### src/hdl/refclk_pkg.sv
package refclk_pkg;
    // register byte offsets on the bus
    localparam logic [7:0] OFS_REF_CTRL   = 8'h00;
    localparam logic [7:0] OFS_PIN_SEL_8  = 8'h04;
    localparam logic [7:0] OFS_PIN_SEL_9  = 8'h08;
    localparam logic [7:0] OFS_SRC_CLK    = 8'h0C;
    // control register fields
    localparam int BIT_ENABLE    = 15;
    localparam int BIT_RUN_SLEEP = 13;
    localparam int BIT_SOURCE    = 12;
    localparam int DIV_LSB       = 8;
    localparam int DIV_W         = 4;
    // pin select fields
    localparam int FUNC_W        = 6;
    localparam int PIN_A_LSB     = 8;
    localparam int PIN_B_LSB     = 0;
    // writable masks of the 16-bit registers
    localparam logic [15:0] MASK_REF_CTRL  = 16'hBF00;
    localparam logic [15:0] MASK_PIN_SEL_8 = 16'h3F00;
    localparam logic [15:0] MASK_PIN_SEL_9 = 16'h003F;
    localparam logic [15:0] RESET_VALUE    = 16'h0000;
    // function number meaning the reference clock output
    localparam logic [5:0]  FUNC_REF_CLK   = 6'h31;
    localparam logic [5:0]  FUNC_NONE      = 6'h00;
    localparam int          DIV_CNT_W      = 15;
    // bus transfer codes
    localparam logic [1:0]  HTRANS_NONSEQ  = 2'b10;
    localparam logic [1:0]  HTRANS_SEQ     = 2'b11;
    localparam logic        HRESP_OKAY     = 1'b0;

    // decoded control fields
    typedef struct packed {
        logic             enable;
        logic             run_sleep;
        logic             source;
        logic [DIV_W-1:0] divider;
    } ref_ctrl_t;

    // latched address phase
    typedef struct packed {
        logic       valid;
        logic       write;
        logic [7:0] addr;
    } bus_phase_t;
endpackage

### src/hdl/ref_clock_out_pin_route.sv
// Chosen here: the AHB-Lite slave port and the register addresses.
`timescale 1ns/1ps
// Functional notes
// RULE1 - software disables output before changing divider/source
// RULE2 - reference clock routed to remappable pin via selects
// RULE3 - select 8 bits 13-8 pick pin a function
// RULE4 - select 9 bits 5-0 pick pin b function
// RULE5 - unused select bits ignore writes, read zero
// RULE6 - four-bit divider: code zero undivided, powers two; on the system clock code zero toggles every cycle, same as code one
module ref_clock_out_pin_route
    import refclk_pkg::*;
#(
    parameter int NUM_FUNCS = 64    // width of the function input bus
) (
    input  wire logic                 i_mclk,
    input  wire logic                 i_rst,
    input  wire logic                 i_ce,
    // ahb-lite slave
    input  wire logic                 hsel,
    input  wire logic [31:0]          haddr,
    input  wire logic [1:0]           htrans,
    input  wire logic                 hwrite,
    input  wire logic [2:0]           hsize,
    input  wire logic [31:0]          hwdata,
    input  wire logic                 hready,
    output logic      [31:0]          hrdata,
    output logic                      hreadyout,
    output logic                      hresp,
    // clock sources and power state
    input  wire logic                 i_osc_clk,     // crystal oscillator
    input  wire logic                 i_sleep,       // device in sleep
    input  wire logic [NUM_FUNCS-1:0] i_periph_out,  // peripheral outputs
    // remappable pins
    output logic                      o_remap_pin_a,
    output logic                      o_remap_pin_a_oe,
    output logic                      o_remap_pin_b,
    output logic                      o_remap_pin_b_oe,
    output logic                      o_ref_clk      // divided clock
);

    // registers
    // all state lives in flops on i_mclk; nothing here runs on the
    // crystal clock, which is only ever sampled through synchronisers
    // so the block stays a single clock domain
    logic [15:0]  ctrl_reg;          // reference clock control
    logic [15:0]  sel8_reg;          // pin select 8
    logic [15:0]  sel9_reg;          // pin select 9
    bus_phase_t   phase_reg;         // latched address phase
    logic [DIV_CNT_W-1:0] cnt_reg;   // divider counter
    logic         ref_reg;           // divided clock output
    logic         osc_s1_reg;        // oscillator sync stage 1
    logic         osc_s2_reg;        // oscillator sync stage 2
    logic         osc_s3_reg;        // previous oscillator level
    logic         slp_s1_reg;        // sleep sync stage 1
    logic         slp_s2_reg;        // sleep sync stage 2
    logic [NUM_FUNCS-1:0] per_s1_reg; // peripheral sync stage 1
    logic [NUM_FUNCS-1:0] per_s2_reg; // peripheral sync stage 2

    // decode and selection wires
    // most decodes are named continuous assignments; the write masks and the
    // divider's tick-or-code-zero condition are applied inside the clocked processes below
    ref_ctrl_t    ctrl;
    wire          addr_take;
    wire          wr_do;
    wire          wr_ctrl;
    wire          wr_sel8;
    wire          wr_sel9;
    wire [15:0]   wdata16;
    wire [15:0]   rd_sel;
    wire          src_tick;
    wire          run_en;
    wire [DIV_CNT_W-1:0] cnt_next;
    wire          ref_next;
    wire [5:0]    func_a;
    wire [5:0]    func_b;

    // control field unpacking
    // the struct gives the divider logic readable names; bit 14 is a
    // hole in the register and never reaches any logic
    assign ctrl.enable    = ctrl_reg[BIT_ENABLE];
    assign ctrl.run_sleep = ctrl_reg[BIT_RUN_SLEEP];
    assign ctrl.source    = ctrl_reg[BIT_SOURCE];
    assign ctrl.divider   = ctrl_reg[DIV_LSB +: DIV_W];

    // bus decode: single whole-word transfers, zero wait states
    // the address phase is only taken when hready is high, which keeps
    // us in step with other slaves stretching a data phase; only the
    // low address byte is decoded, so the registers alias across the
    // slave's window and hsize is not checked
    assign addr_take = hsel & hready & htrans[1];
    assign wr_do     = phase_reg.valid & phase_reg.write;
    assign wr_ctrl   = wr_do & (phase_reg.addr == OFS_REF_CTRL);
    assign wr_sel8   = wr_do & (phase_reg.addr == OFS_PIN_SEL_8);
    assign wr_sel9   = wr_do & (phase_reg.addr == OFS_PIN_SEL_9);
    assign wdata16   = hwdata[15:0];

    // read mux; unmapped addresses read zero
    // it looks at the latched data-phase address, so the read data
    // stands for the whole data phase and shows the register as it is
    // in that cycle
    assign rd_sel =
        (phase_reg.addr == OFS_REF_CTRL)  ? ctrl_reg :
        (phase_reg.addr == OFS_PIN_SEL_8) ? sel8_reg :
        (phase_reg.addr == OFS_PIN_SEL_9) ? sel9_reg :
        RESET_VALUE;

    // never stretches a transfer and never signals an error; the bus
    // answer is therefore fixed and needs no state of its own
    assign hreadyout = 1'b1;
    assign hresp     = HRESP_OKAY;
    assign hrdata    = {16'h0000, rd_sel};

    // address phase capture
    // the phase is held when hready is low so a stalled transfer
    // elsewhere on the bus does not retire our own data phase early;
    // the valid flag drops on an idle phase so nothing is written twice
    always_ff @(posedge i_mclk) begin
        if (i_rst) begin
            phase_reg <= '0;
        end else if (i_ce && hready) begin
            phase_reg <= '{addr_take, hwrite, haddr[7:0]};
        end
    end

    // register writes; masks drop unimplemented bits (see RULE5)
    // only the low half of hwdata is used; the upper half and any
    // hole in a register are discarded here, so reads of those bits
    // come back zero without extra logic in the read path
    always_ff @(posedge i_mclk) begin
        if (i_rst) begin
            ctrl_reg <= RESET_VALUE;
            sel8_reg <= RESET_VALUE;
            sel9_reg <= RESET_VALUE;
        end else if (i_ce) begin
            if (wr_ctrl) begin
                // divider/source changes expected while disabled (see RULE1)
                ctrl_reg <= wdata16 & MASK_REF_CTRL;
            end
            if (wr_sel8) begin
                sel8_reg <= wdata16 & MASK_PIN_SEL_8;   // see RULE3
            end
            if (wr_sel9) begin
                sel9_reg <= wdata16 & MASK_PIN_SEL_9;   // see RULE4
            end
        end
    end

    // synchronisers for pin-side inputs
    // the crystal level, the sleep request and the peripheral outputs
    // all come from other domains, so each passes two flops before any
    // decode; a third flop on the crystal keeps its previous level for
    // the edge detector and is fed only from the second stage
    always_ff @(posedge i_mclk) begin
        if (i_rst) begin
            osc_s1_reg <= 1'b0;
            osc_s2_reg <= 1'b0;
            osc_s3_reg <= 1'b0;
            slp_s1_reg <= 1'b0;
            slp_s2_reg <= 1'b0;
            per_s1_reg <= '0;
            per_s2_reg <= '0;
        end else if (i_ce) begin
            osc_s1_reg <= i_osc_clk;
            osc_s2_reg <= osc_s1_reg;
            osc_s3_reg <= osc_s2_reg;
            slp_s1_reg <= i_sleep;
            slp_s2_reg <= slp_s1_reg;
            per_s1_reg <= i_periph_out;
            per_s2_reg <= per_s1_reg;
        end
    end

    // source tick: every system clock or each oscillator rising edge
    // the crystal must run below half of i_mclk for every rising edge
    // to be seen; faster crystals lose edges and divide down slower
    assign src_tick = ctrl.source ? (osc_s2_reg & ~osc_s3_reg) : 1'b1;
    // stop in sleep unless told to keep running
    // sleep is taken from the synchronised level, two cycles late
    assign run_en   = ctrl.enable & (~slp_s2_reg | ctrl.run_sleep);

    // the counter is wide enough for the largest ratio: code 15 needs
    // 2^14 ticks per half period, which fits in DIV_CNT_W bits
    // divider: output toggles when the counter wraps after 2^(code-1)
    // source ticks; code zero toggles every system clock or follows the synchronised crystal level (see RULE6)
    assign cnt_next = (ctrl.divider == '0) ? '0 :
        ((cnt_reg >= DIV_CNT_W'((1 << (ctrl.divider - 1)) - 1)) ? '0 :
         DIV_CNT_W'(cnt_reg + 1'b1));
    assign ref_next = (ctrl.divider == '0)
        ? (ctrl.source ? osc_s2_reg : ~ref_reg)
        : ((cnt_next == '0) ? ~ref_reg : ref_reg);

    // reference divider state
    // a disable clears both counter and output, so the next enable
    // starts a full low half period from zero, except code zero on the crystal, which follows its level; changing the
    // divider while enabled is left to software to avoid, as the new
    // limit may fall below the running count for one wrap
    always_ff @(posedge i_mclk) begin
        if (i_rst) begin
            cnt_reg <= '0;
            ref_reg <= 1'b0;
        end else if (i_ce) begin
            if (!run_en) begin
                // held low and restarted while off
                cnt_reg <= '0;
                ref_reg <= 1'b0;
            end else if (src_tick || ctrl.divider == '0) begin
                cnt_reg <= cnt_next;                    // see RULE6
                ref_reg <= ref_next;
            end
        end
    end

    // pin function selection (see RULE2)
    // each remappable pin takes a six-bit function number from its own
    // select field; the number picks the reference clock, a released
    // pin or one synchronised peripheral output
    assign func_a = sel8_reg[PIN_A_LSB +: FUNC_W];      // see RULE3
    assign func_b = sel9_reg[PIN_B_LSB +: FUNC_W];      // see RULE4

    // pin a output slot; registered so the pin never glitches while
    // the select field or a peripheral changes
    pin_output_slot #(
        .NUM_FUNCS (NUM_FUNCS)
    ) pin_output_slot_a_i (
        .i_mclk    (i_mclk),
        .i_rst     (i_rst),
        .i_ce      (i_ce),
        .i_func    (func_a),
        .i_ref_clk (ref_reg),
        .i_periph  (per_s2_reg),
        .o_pin     (o_remap_pin_a),     // see RULE2
        .o_pin_oe  (o_remap_pin_a_oe)
    );

    // pin b output slot; same function numbering as pin a, so the
    // reference clock may be routed to either pin or to both at once
    pin_output_slot #(
        .NUM_FUNCS (NUM_FUNCS)
    ) pin_output_slot_b_i (
        .i_mclk    (i_mclk),
        .i_rst     (i_rst),
        .i_ce      (i_ce),
        .i_func    (func_b),
        .i_ref_clk (ref_reg),
        .i_periph  (per_s2_reg),
        .o_pin     (o_remap_pin_b),     // see RULE2
        .o_pin_oe  (o_remap_pin_b_oe)
    );

    // the divided clock is also offered directly for internal loads;
    // it leads the pins by one cycle because the pins are registered
    assign o_ref_clk = ref_reg;

endmodule // ref_clock_out_pin_route

// one remappable output pin: the function number picks what drives
// the pin, and both data and enable leave through flops so the pin
// changes only on a clock edge; function zero releases the pin
module pin_output_slot
    import refclk_pkg::*;
#(
    parameter int NUM_FUNCS = 64    // width of the function input bus
) (
    input  wire logic                 i_mclk,
    input  wire logic                 i_rst,
    input  wire logic                 i_ce,
    input  wire logic [FUNC_W-1:0]    i_func,    // selected function
    input  wire logic                 i_ref_clk, // divided reference
    input  wire logic [NUM_FUNCS-1:0] i_periph,  // synced peripherals
    output logic                      o_pin,     // pin data
    output logic                      o_pin_oe   // high while driving
);

    logic pin_reg;    // registered pin level
    logic oe_reg;     // registered pin enable
    wire  is_ref;     // function is the reference clock
    wire  pin_next;   // level the pin takes next
    wire  oe_next;    // enable the pin takes next

    // function decode; the reference clock has its own number and
    // every other nonzero number indexes the peripheral bus
    assign is_ref   = (i_func == FUNC_REF_CLK);
    assign pin_next = is_ref ? i_ref_clk : i_periph[i_func]; // see RULE2
    assign oe_next  = (i_func != FUNC_NONE);

    // pin flops; reset leaves the pin released and low
    always_ff @(posedge i_mclk) begin
        if (i_rst) begin
            pin_reg <= 1'b0;
            oe_reg  <= 1'b0;
        end else if (i_ce) begin
            pin_reg <= pin_next;
            oe_reg  <= oe_next;
        end
    end

    // outputs straight from the flops
    assign o_pin    = pin_reg;
    assign o_pin_oe = oe_reg;

endmodule // pin_output_slot

### config.mk
export PLATFORM = sky130hd
export DESIGN_NAME = ref_clock_out_pin_route
export DESIGN_NICKNAME = d
export VERILOG_FILES = /design/src/hdl/refclk_pkg.sv /design/src/hdl/ref_clock_out_pin_route.sv
export SDC_FILE = /design/constraint.sdc
export NUM_CORES = 1
export LEC_CHECK = 0
export BUFFER_PORTS_ARGS = -buffer_cell sky130_fd_sc_hd__buf_4
export CAP_MARGIN = 5
export CORE_UTILIZATION = 45
export CTS_CLUSTER_DIAMETER = 30
export DETAILED_ROUTE_END_ITERATION = 10
export HOLD_SLACK_MARGIN = 0.15
export PLACE_DENSITY = 0.73
export SYNTH_ARGS = -nofsm -noshare
export SYNTH_HDL_FRONTEND = slang
export SYNTH_SLANG_ARGS = --single-unit
### constraint.sdc
create_clock -name i_mclk -period 4.3 [get_ports i_mclk]
set_input_delay 1.075 -clock i_mclk [delete_from_list [all_inputs] [get_ports i_mclk]]
set_output_delay 1.075 -clock i_mclk [all_outputs]
set_load 0.1 [all_outputs]
## Yosys cells after proc, flatten, opt, wreduce, memory -nomap -nowiden

Cells that the tools add are included.

| word-level totals | value |
|---|---|
| register bits | 182 |
| output and inout port bits | 39 |
| logic and storage cells | 75 |

| cells by class | value |
|---|---|
| add/sub/neg operators | 3 |
| order comparisons | 3 |
| equality and inequality tests | 6 |
| shift operators | 1 |
| mux-type cells | 19 |
| bitwise logic cells | 12 |
| reduce and logical (&&, ||, !) cells | 12 |

Operators by type and width:

| operator | number |
|---|---|
| 15-bit two-way mux | 4 |
| 1-bit by 32-bit << shifter with 15-bit output (first input constant) | 1 |
| 16-bit two-way mux | 1 |
| 15-bit by 1-bit adder with 15-bit output (second input constant) | 1 |
| 15-bit greater-or-equal comparator | 1 |
| 15-bit zero test | 1 |
| 15-bit by 2-bit subtractor with 15-bit output (second input constant) | 1 |
| 6-bit by 7-bit less-than comparator with 1-bit output (second input constant) | 2 |
| 14-bit two-way mux | 1 |
| 1-bit binary-select mux with 6-bit select | 2 |
| 6-bit == test (second input constant) | 2 |
| 6-bit nonzero test | 2 |
| 1-bit two-way mux | 10 |
| 1-bit bitwise AND | 8 |
| 8-bit by 3-bit == test with 1-bit output (second input constant) | 1 |
| 8-bit by 4-bit == test with 1-bit output (second input constant) | 1 |
| 8-bit zero test | 1 |
| 2-bit AND reduction | 4 |
| 6-bit two-way mux | 1 |
| 4-bit by 1-bit subtractor with 5-bit output (second input constant) | 1 |
| 4-bit zero test | 1 |
| 3-bit by 1-bit != test with 1-bit output (second input constant) | 1 |
| 1-bit inverter | 3 |
| 3-bit AND reduction | 1 |
| 4 further kinds | 4 |

## Longest topological paths before layout

| logic depth | value |
|---|---|
| depth after elaboration | 11 |
| mapped depth | 22 |
| depth with buffers taken out | 20 |

## Hierarchy

From an unflattened synthesis, not the netlist that was laid out.

| unflattened totals | value |
|---|---|
| cells, all modules | 953 |
| area total of the unflattened synthesis | 9232.6 µm² |

By module, submodules not included:

| module | times used | cells each | area an instance (µm²) | sequential area each (µm²) |
|---|---|---|---|---|
| ref_clock_out_pin_route | 1 | 837 | 7813.7 | 3563.4 |
| pin_output_slot | 2 | 58 | 709.4 | 40.0 |

## Worst setup path before layout

Ideal clock, no wire load.

| timing path | value |
|---|---|
| kind | reg2out |
| from | register phase_reg[1] in the netlist's numbering |
| to | output port hrdata[15] |
| data arrival time | 3273 ps |
| setup slack | -48 ps |
| stages on the path, launching flop included | 6 |
| cell sequence | dfxtp_1 nor4_1 nand2_1 or2_2 buf_2 nor3b_1 |

| between the ends | value |
|---|---|
| cells in the longest elaborated chain, start to end | 2 |

Ends and longest elaborated chain:

| what | RTL line | text |
|---|---|---|
| from (decl) | ref_clock_out_pin_route.sv:48 | `bus_phase_t phase_reg;` |
| from (signal assigned) | ref_clock_out_pin_route.sv:121 | `phase_reg <= '{addr_take, hwrite, haddr[7:0]};` |
| 8-bit zero test | ref_clock_out_pin_route.sv:102 | `(phase_reg.addr == OFS_REF_CTRL) ? ctrl_reg :` |
| 16-bit two-way mux | ref_clock_out_pin_route.sv:102 |  |
| to (decl) | ref_clock_out_pin_route.sv:26 | `output logic [31:0] hrdata,` |

No other way between the ends.

## Worst setup path after layout

| timing path | value |
|---|---|
| from | register ctrl_reg[8] |
| to | register cnt_reg[9] |

| between the ends | value |
|---|---|
| cells in the longest elaborated chain, start to end | 8 |
| elaborated cells on any way between the ends | 12 |

Ends and longest elaborated chain:

| what | RTL line | text |
|---|---|---|
| from (decl) | ref_clock_out_pin_route.sv:45 | `logic [15:0] ctrl_reg;` |
| from (signal assigned) | ref_clock_out_pin_route.sv:137 | `ctrl_reg <= wdata16 & MASK_REF_CTRL;` |
| 4-bit by 1-bit subtractor with 5-bit output | ref_clock_out_pin_route.sv:186 | `((cnt_reg >= DIV_CNT_W'((1 << (ctrl.divider - 1)) - 1)) ? '0 :` |
| 1-bit by 32-bit << shifter with 15-bit output | ref_clock_out_pin_route.sv:186 |  |
| 15-bit by 2-bit subtractor with 15-bit output | ref_clock_out_pin_route.sv:186 |  |
| 15-bit greater-or-equal comparator | ref_clock_out_pin_route.sv:186 |  |
| 15-bit two-way mux | ref_clock_out_pin_route.sv:186 |  |
| 15-bit two-way mux | ref_clock_out_pin_route.sv:185 | `assign cnt_next = (ctrl.divider == '0) ? '0 :` |
| 15-bit two-way mux | ref_clock_out_pin_route.sv:206 | `end else if (src_tick \|\| ctrl.divider == '0) begin` |
| 15-bit two-way mux | ref_clock_out_pin_route.sv:202 | `if (!run_en) begin` |
| to (signal assigned) | ref_clock_out_pin_route.sv:207 | `cnt_reg <= cnt_next;` |
| to (decl) | ref_clock_out_pin_route.sv:49 | `logic [DIV_CNT_W-1:0] cnt_reg;` |

Several ways; a longest one is shown, not always the timed one. The select of a mux whose other input is x is not followed.
A chain may end at the register's enable or synchronous reset.

==> results_dict.tcl <==
set metrics [dict create \
    numCtsBuffers 17 \
    synth-main-ff-cell "dfxtp_1" \
    place.gp.congestion 0.8453 \
    vdd_drop_max_v 0.0002865 \
    yosys_warnings 0 \
    drive_gt1_frac 0.2216 \
    placed_area_um2 10000 \
    power.leakage_nw 4.576 \
    vias 6944 \
    syn_area_um2 9021 \
    fillers 1741 \
    r2r_setup_slack_ns 0.09 \
    period_share 0.9791 \
    layout.nets 1176 \
    reg2reg_to "cnt_reg[9]" \
    regToRegStartpoint "ctrl_reg[8]" \
    pre_cts_ws_ns 0.06307 \
    arrival_ns 4.57 \
    powerDensity_nw_per_um2 343.8 \
    dpl.cell_count 1262 \
    status "finished, final reports clean" \
    synth_top_family_by_area "multiplexers" \
    post-route-min-period_ns 4.210 \
    yosys.area_share.simple 0.1632 \
    syn-instance-count 929 \
    final_hold_viol_count 0 \
    cts_buffer_depth 2 \
    required_ns 4.66 \
    io_buffer_count 110 \
    critPathKind "flop to flop" \
    stdcell_count 1294 \
    timing.final.ws_setup_ns 0.08992 \
    cp-endpoint "cnt_reg[9]" \
    path_cells "inv_1 > buf_4 > ha_1 > nand2_1 > or3_4 > ha_4 > o311ai_4 > a2111oi_4 > nor2_1 > mux2_2 > a21boi_2 > ha_1 > a21oi_1 > o21ai_1 > a2111oi_4 > o21ai_4 > or4_4 > a21oi_2" \
    cts_sinks 180 \
    ios 180 \
    drtIter0Drc 472 \
    grt_antenna_before_repair 0 \
    crit_path_max_incr_delay_ns 0.50 \
    clock_tree.root_cell "clkbuf_16" \
    setup-violations-final 0 \
    cts_tree "done" \
    grt_pass1_vias 6617 \
    critical_path.top_delay_family "compound AO/OA/AOI/OAI gates" \
    netlist.top_cell.by_area "dfxtp_1" \
    tightestPinTransition_ns 1.048 \
    place_hpwl_mm 14.31 \
    finalInstanceArea_um2 10660 \
    synth_cell_types 67 \
    grt_max_degree 89 \
    synth_top_area_share 0.3994 \
    critPathCaptureType "flop" \
    first_pass_iters 5 \
    synth-compound-area-share 0.07503 \
    hp-class "flop to flop" \
    synth_xor_area_frac 0.006796 \
    synth-seq-area-share 0.3994 \
    drv_cap 0 \
    synthMuxAreaShare 0.2755 \
    fin_util 0.5459 \
    power_mw 3.665 \
    slew_headroom 0.2968 \
    clk_pin_slew_worst_paths_ns 0.07 \
    core_area_um2 19530 \
    path_depth 18 \
    maxSlewViolCount 0 \
    start_kind "flop" \
    fmax_mhz 237.5 \
    synth-seq-cells 180 \
    grt_remaining_overflow 0 \
    area.growth.synth_to_final_pct 18.16 \
    yosys.area_share.adder 0.02635 \
    critical_path_buf_inv_count 2 \
    async_flop_share 0 \
    diodes 0 \
    synth.area.top_cells "dfxtp_1 (40%), mux2i_1 (18%), mux4_2 (8.2%), nor2_1 (7.8%), ha_1 (2.6%)" \
    fin_skew_ns 0.01092 \
    grt_pass1_wl_mm 33.27 \
    post-cts-setup-buffers 0 \
    route.detailed.wl_per_inst_um 15.90 \
    die_x_um 143.6 \
    viasPerCell 5.366 \
    cpMaxStageDelayCell "or4_4" \
    path_max_fanout 6 \
    die_y_um 143.6 \
    tns_ns 0 \
    grt_usage 0.2068 \
    design.die.area_um2 20620 \
    setup.worst_path.start "ctrl_reg[8]" \
    reg2reg_depth 18 \
    drc 0 \
    clk_latency_ns 0.43 \
    synth_edf_count 0 \
    ant_nets 0 \
    avgSynthCellArea_um2 9.711 \
    cts.htree.levels 4 \
    rows 51 \
    hold-worst-slack_ns 0.4543 \
    wl_mm 20.58 \
    start_util 0.4620 \
]
## cell usage in the layout (no fill, tap or decap), types with 4 or more instances in the layout
cell type    n
clkbuf_16   17
mux2_2       4
nor2_1     187
buf_4      130
mux4_1       4
or3_1        4
nand3b_1     7
nor2b_1      5
nand2_1     55
conb_1      21
o21ai_1      4
ha_1        17
dfxtp_1    178
nand4_1     10
mux4_2      33
xor2_1       4
mux2i_1    159
nand3_1      9
inv_1        9
nor3_1       8
nor4_1       5
clkinv_4     4
a21oi_1     40
and2_1       9
o21ai_0     20
## how the worst min path moves through the flow
| stage | cells past startpoint | endpoint | slack, ns | startpoint |
|---|---|---|---|---|
| finish | 2 | phase_reg[0] | 0.45 | phase_reg[0] |
| global route | 2 | phase_reg[5] | 0.48 | phase_reg[5] |
| CTS | 2 | phase_reg[0] | 0.46 | phase_reg[0] |
| detailed placement | 2 | phase_reg[0] | 0.45 | phase_reg[0] |
| global placement | 2 | phase_reg[0] | 0.44 | phase_reg[0] |
| floorplan | 2 | phase_reg[6] | 0.44 | phase_reg[6] |
## tightest hold or removal path, cell delays in order, from the launching register on
cell,delay (ns)
dfxtp_1,0.31
nand2_1,0.05
a21oi_1,0.05
## cell type report
class | instances | area, µm² | area share
tap | 265 | 331.6 | 0.03111
inverter | 9 | 33.78 | 0.003169
clock buffer | 19 | 442.9 | 0.04155
timing repair buffer | 133 | 1018 | 0.09555
multi-input combinational | 675 | 5089 | 0.4774
sequential | 180 | 3608 | 0.3385
clock inverter | 13 | 135.1 | 0.01268
## cell families (layout without fill, tap and decap cells)
kind of cell    Yosys count  in the layout
flops                   180            180
buf+inv                  93            174
compound gates          102            102
other cells               2             21
mux                     200            200
xor+xnor                  7              7
fa+ha+maj                19             19
simple gates            326            326
## power by group
part	switching, mW	internal (mW)	total [mW]
clock network	0.738	0.786	1.52
logic	0.221	0.148	0.369
registers	0.0429	1.73	1.77
total	1.00	2.66	3.67
## per-layer routing
metal	routed length (µm)	share of wire	GRT usage	vias up
met3	1120	0.054	0.04898	16
met1	8928	0.43	0.2586	3321
met5	0	0	0	-
li1	-	-	-	3420
met4	192	0.0093	0.05375	0
met2	10340	0.50	0.3559	187
## timing repair
item	CTS	global route
hold endpoints to repair	0	0
hold buffers	0	0
resized for setup	0	19
setup endpoints to repair	0	16
## cell usage after synthesis, drive strengths merged (4+ instances only)
cell    instances
mux2            4
mux4           37
o21ai          25
xor2            4
or3             6
nor2          189
nand2          56
a211oi          4
nor2b           5
nor3            9
buf            53
nand3           9
dfxtp         180
inv             9
nand4          10
ha             19
mux2i         159
clkbuf         31
and2            9
nand3b          8
a21oi          42
nor4            5
No activity file was read; power rests on OpenSTA's default activity.
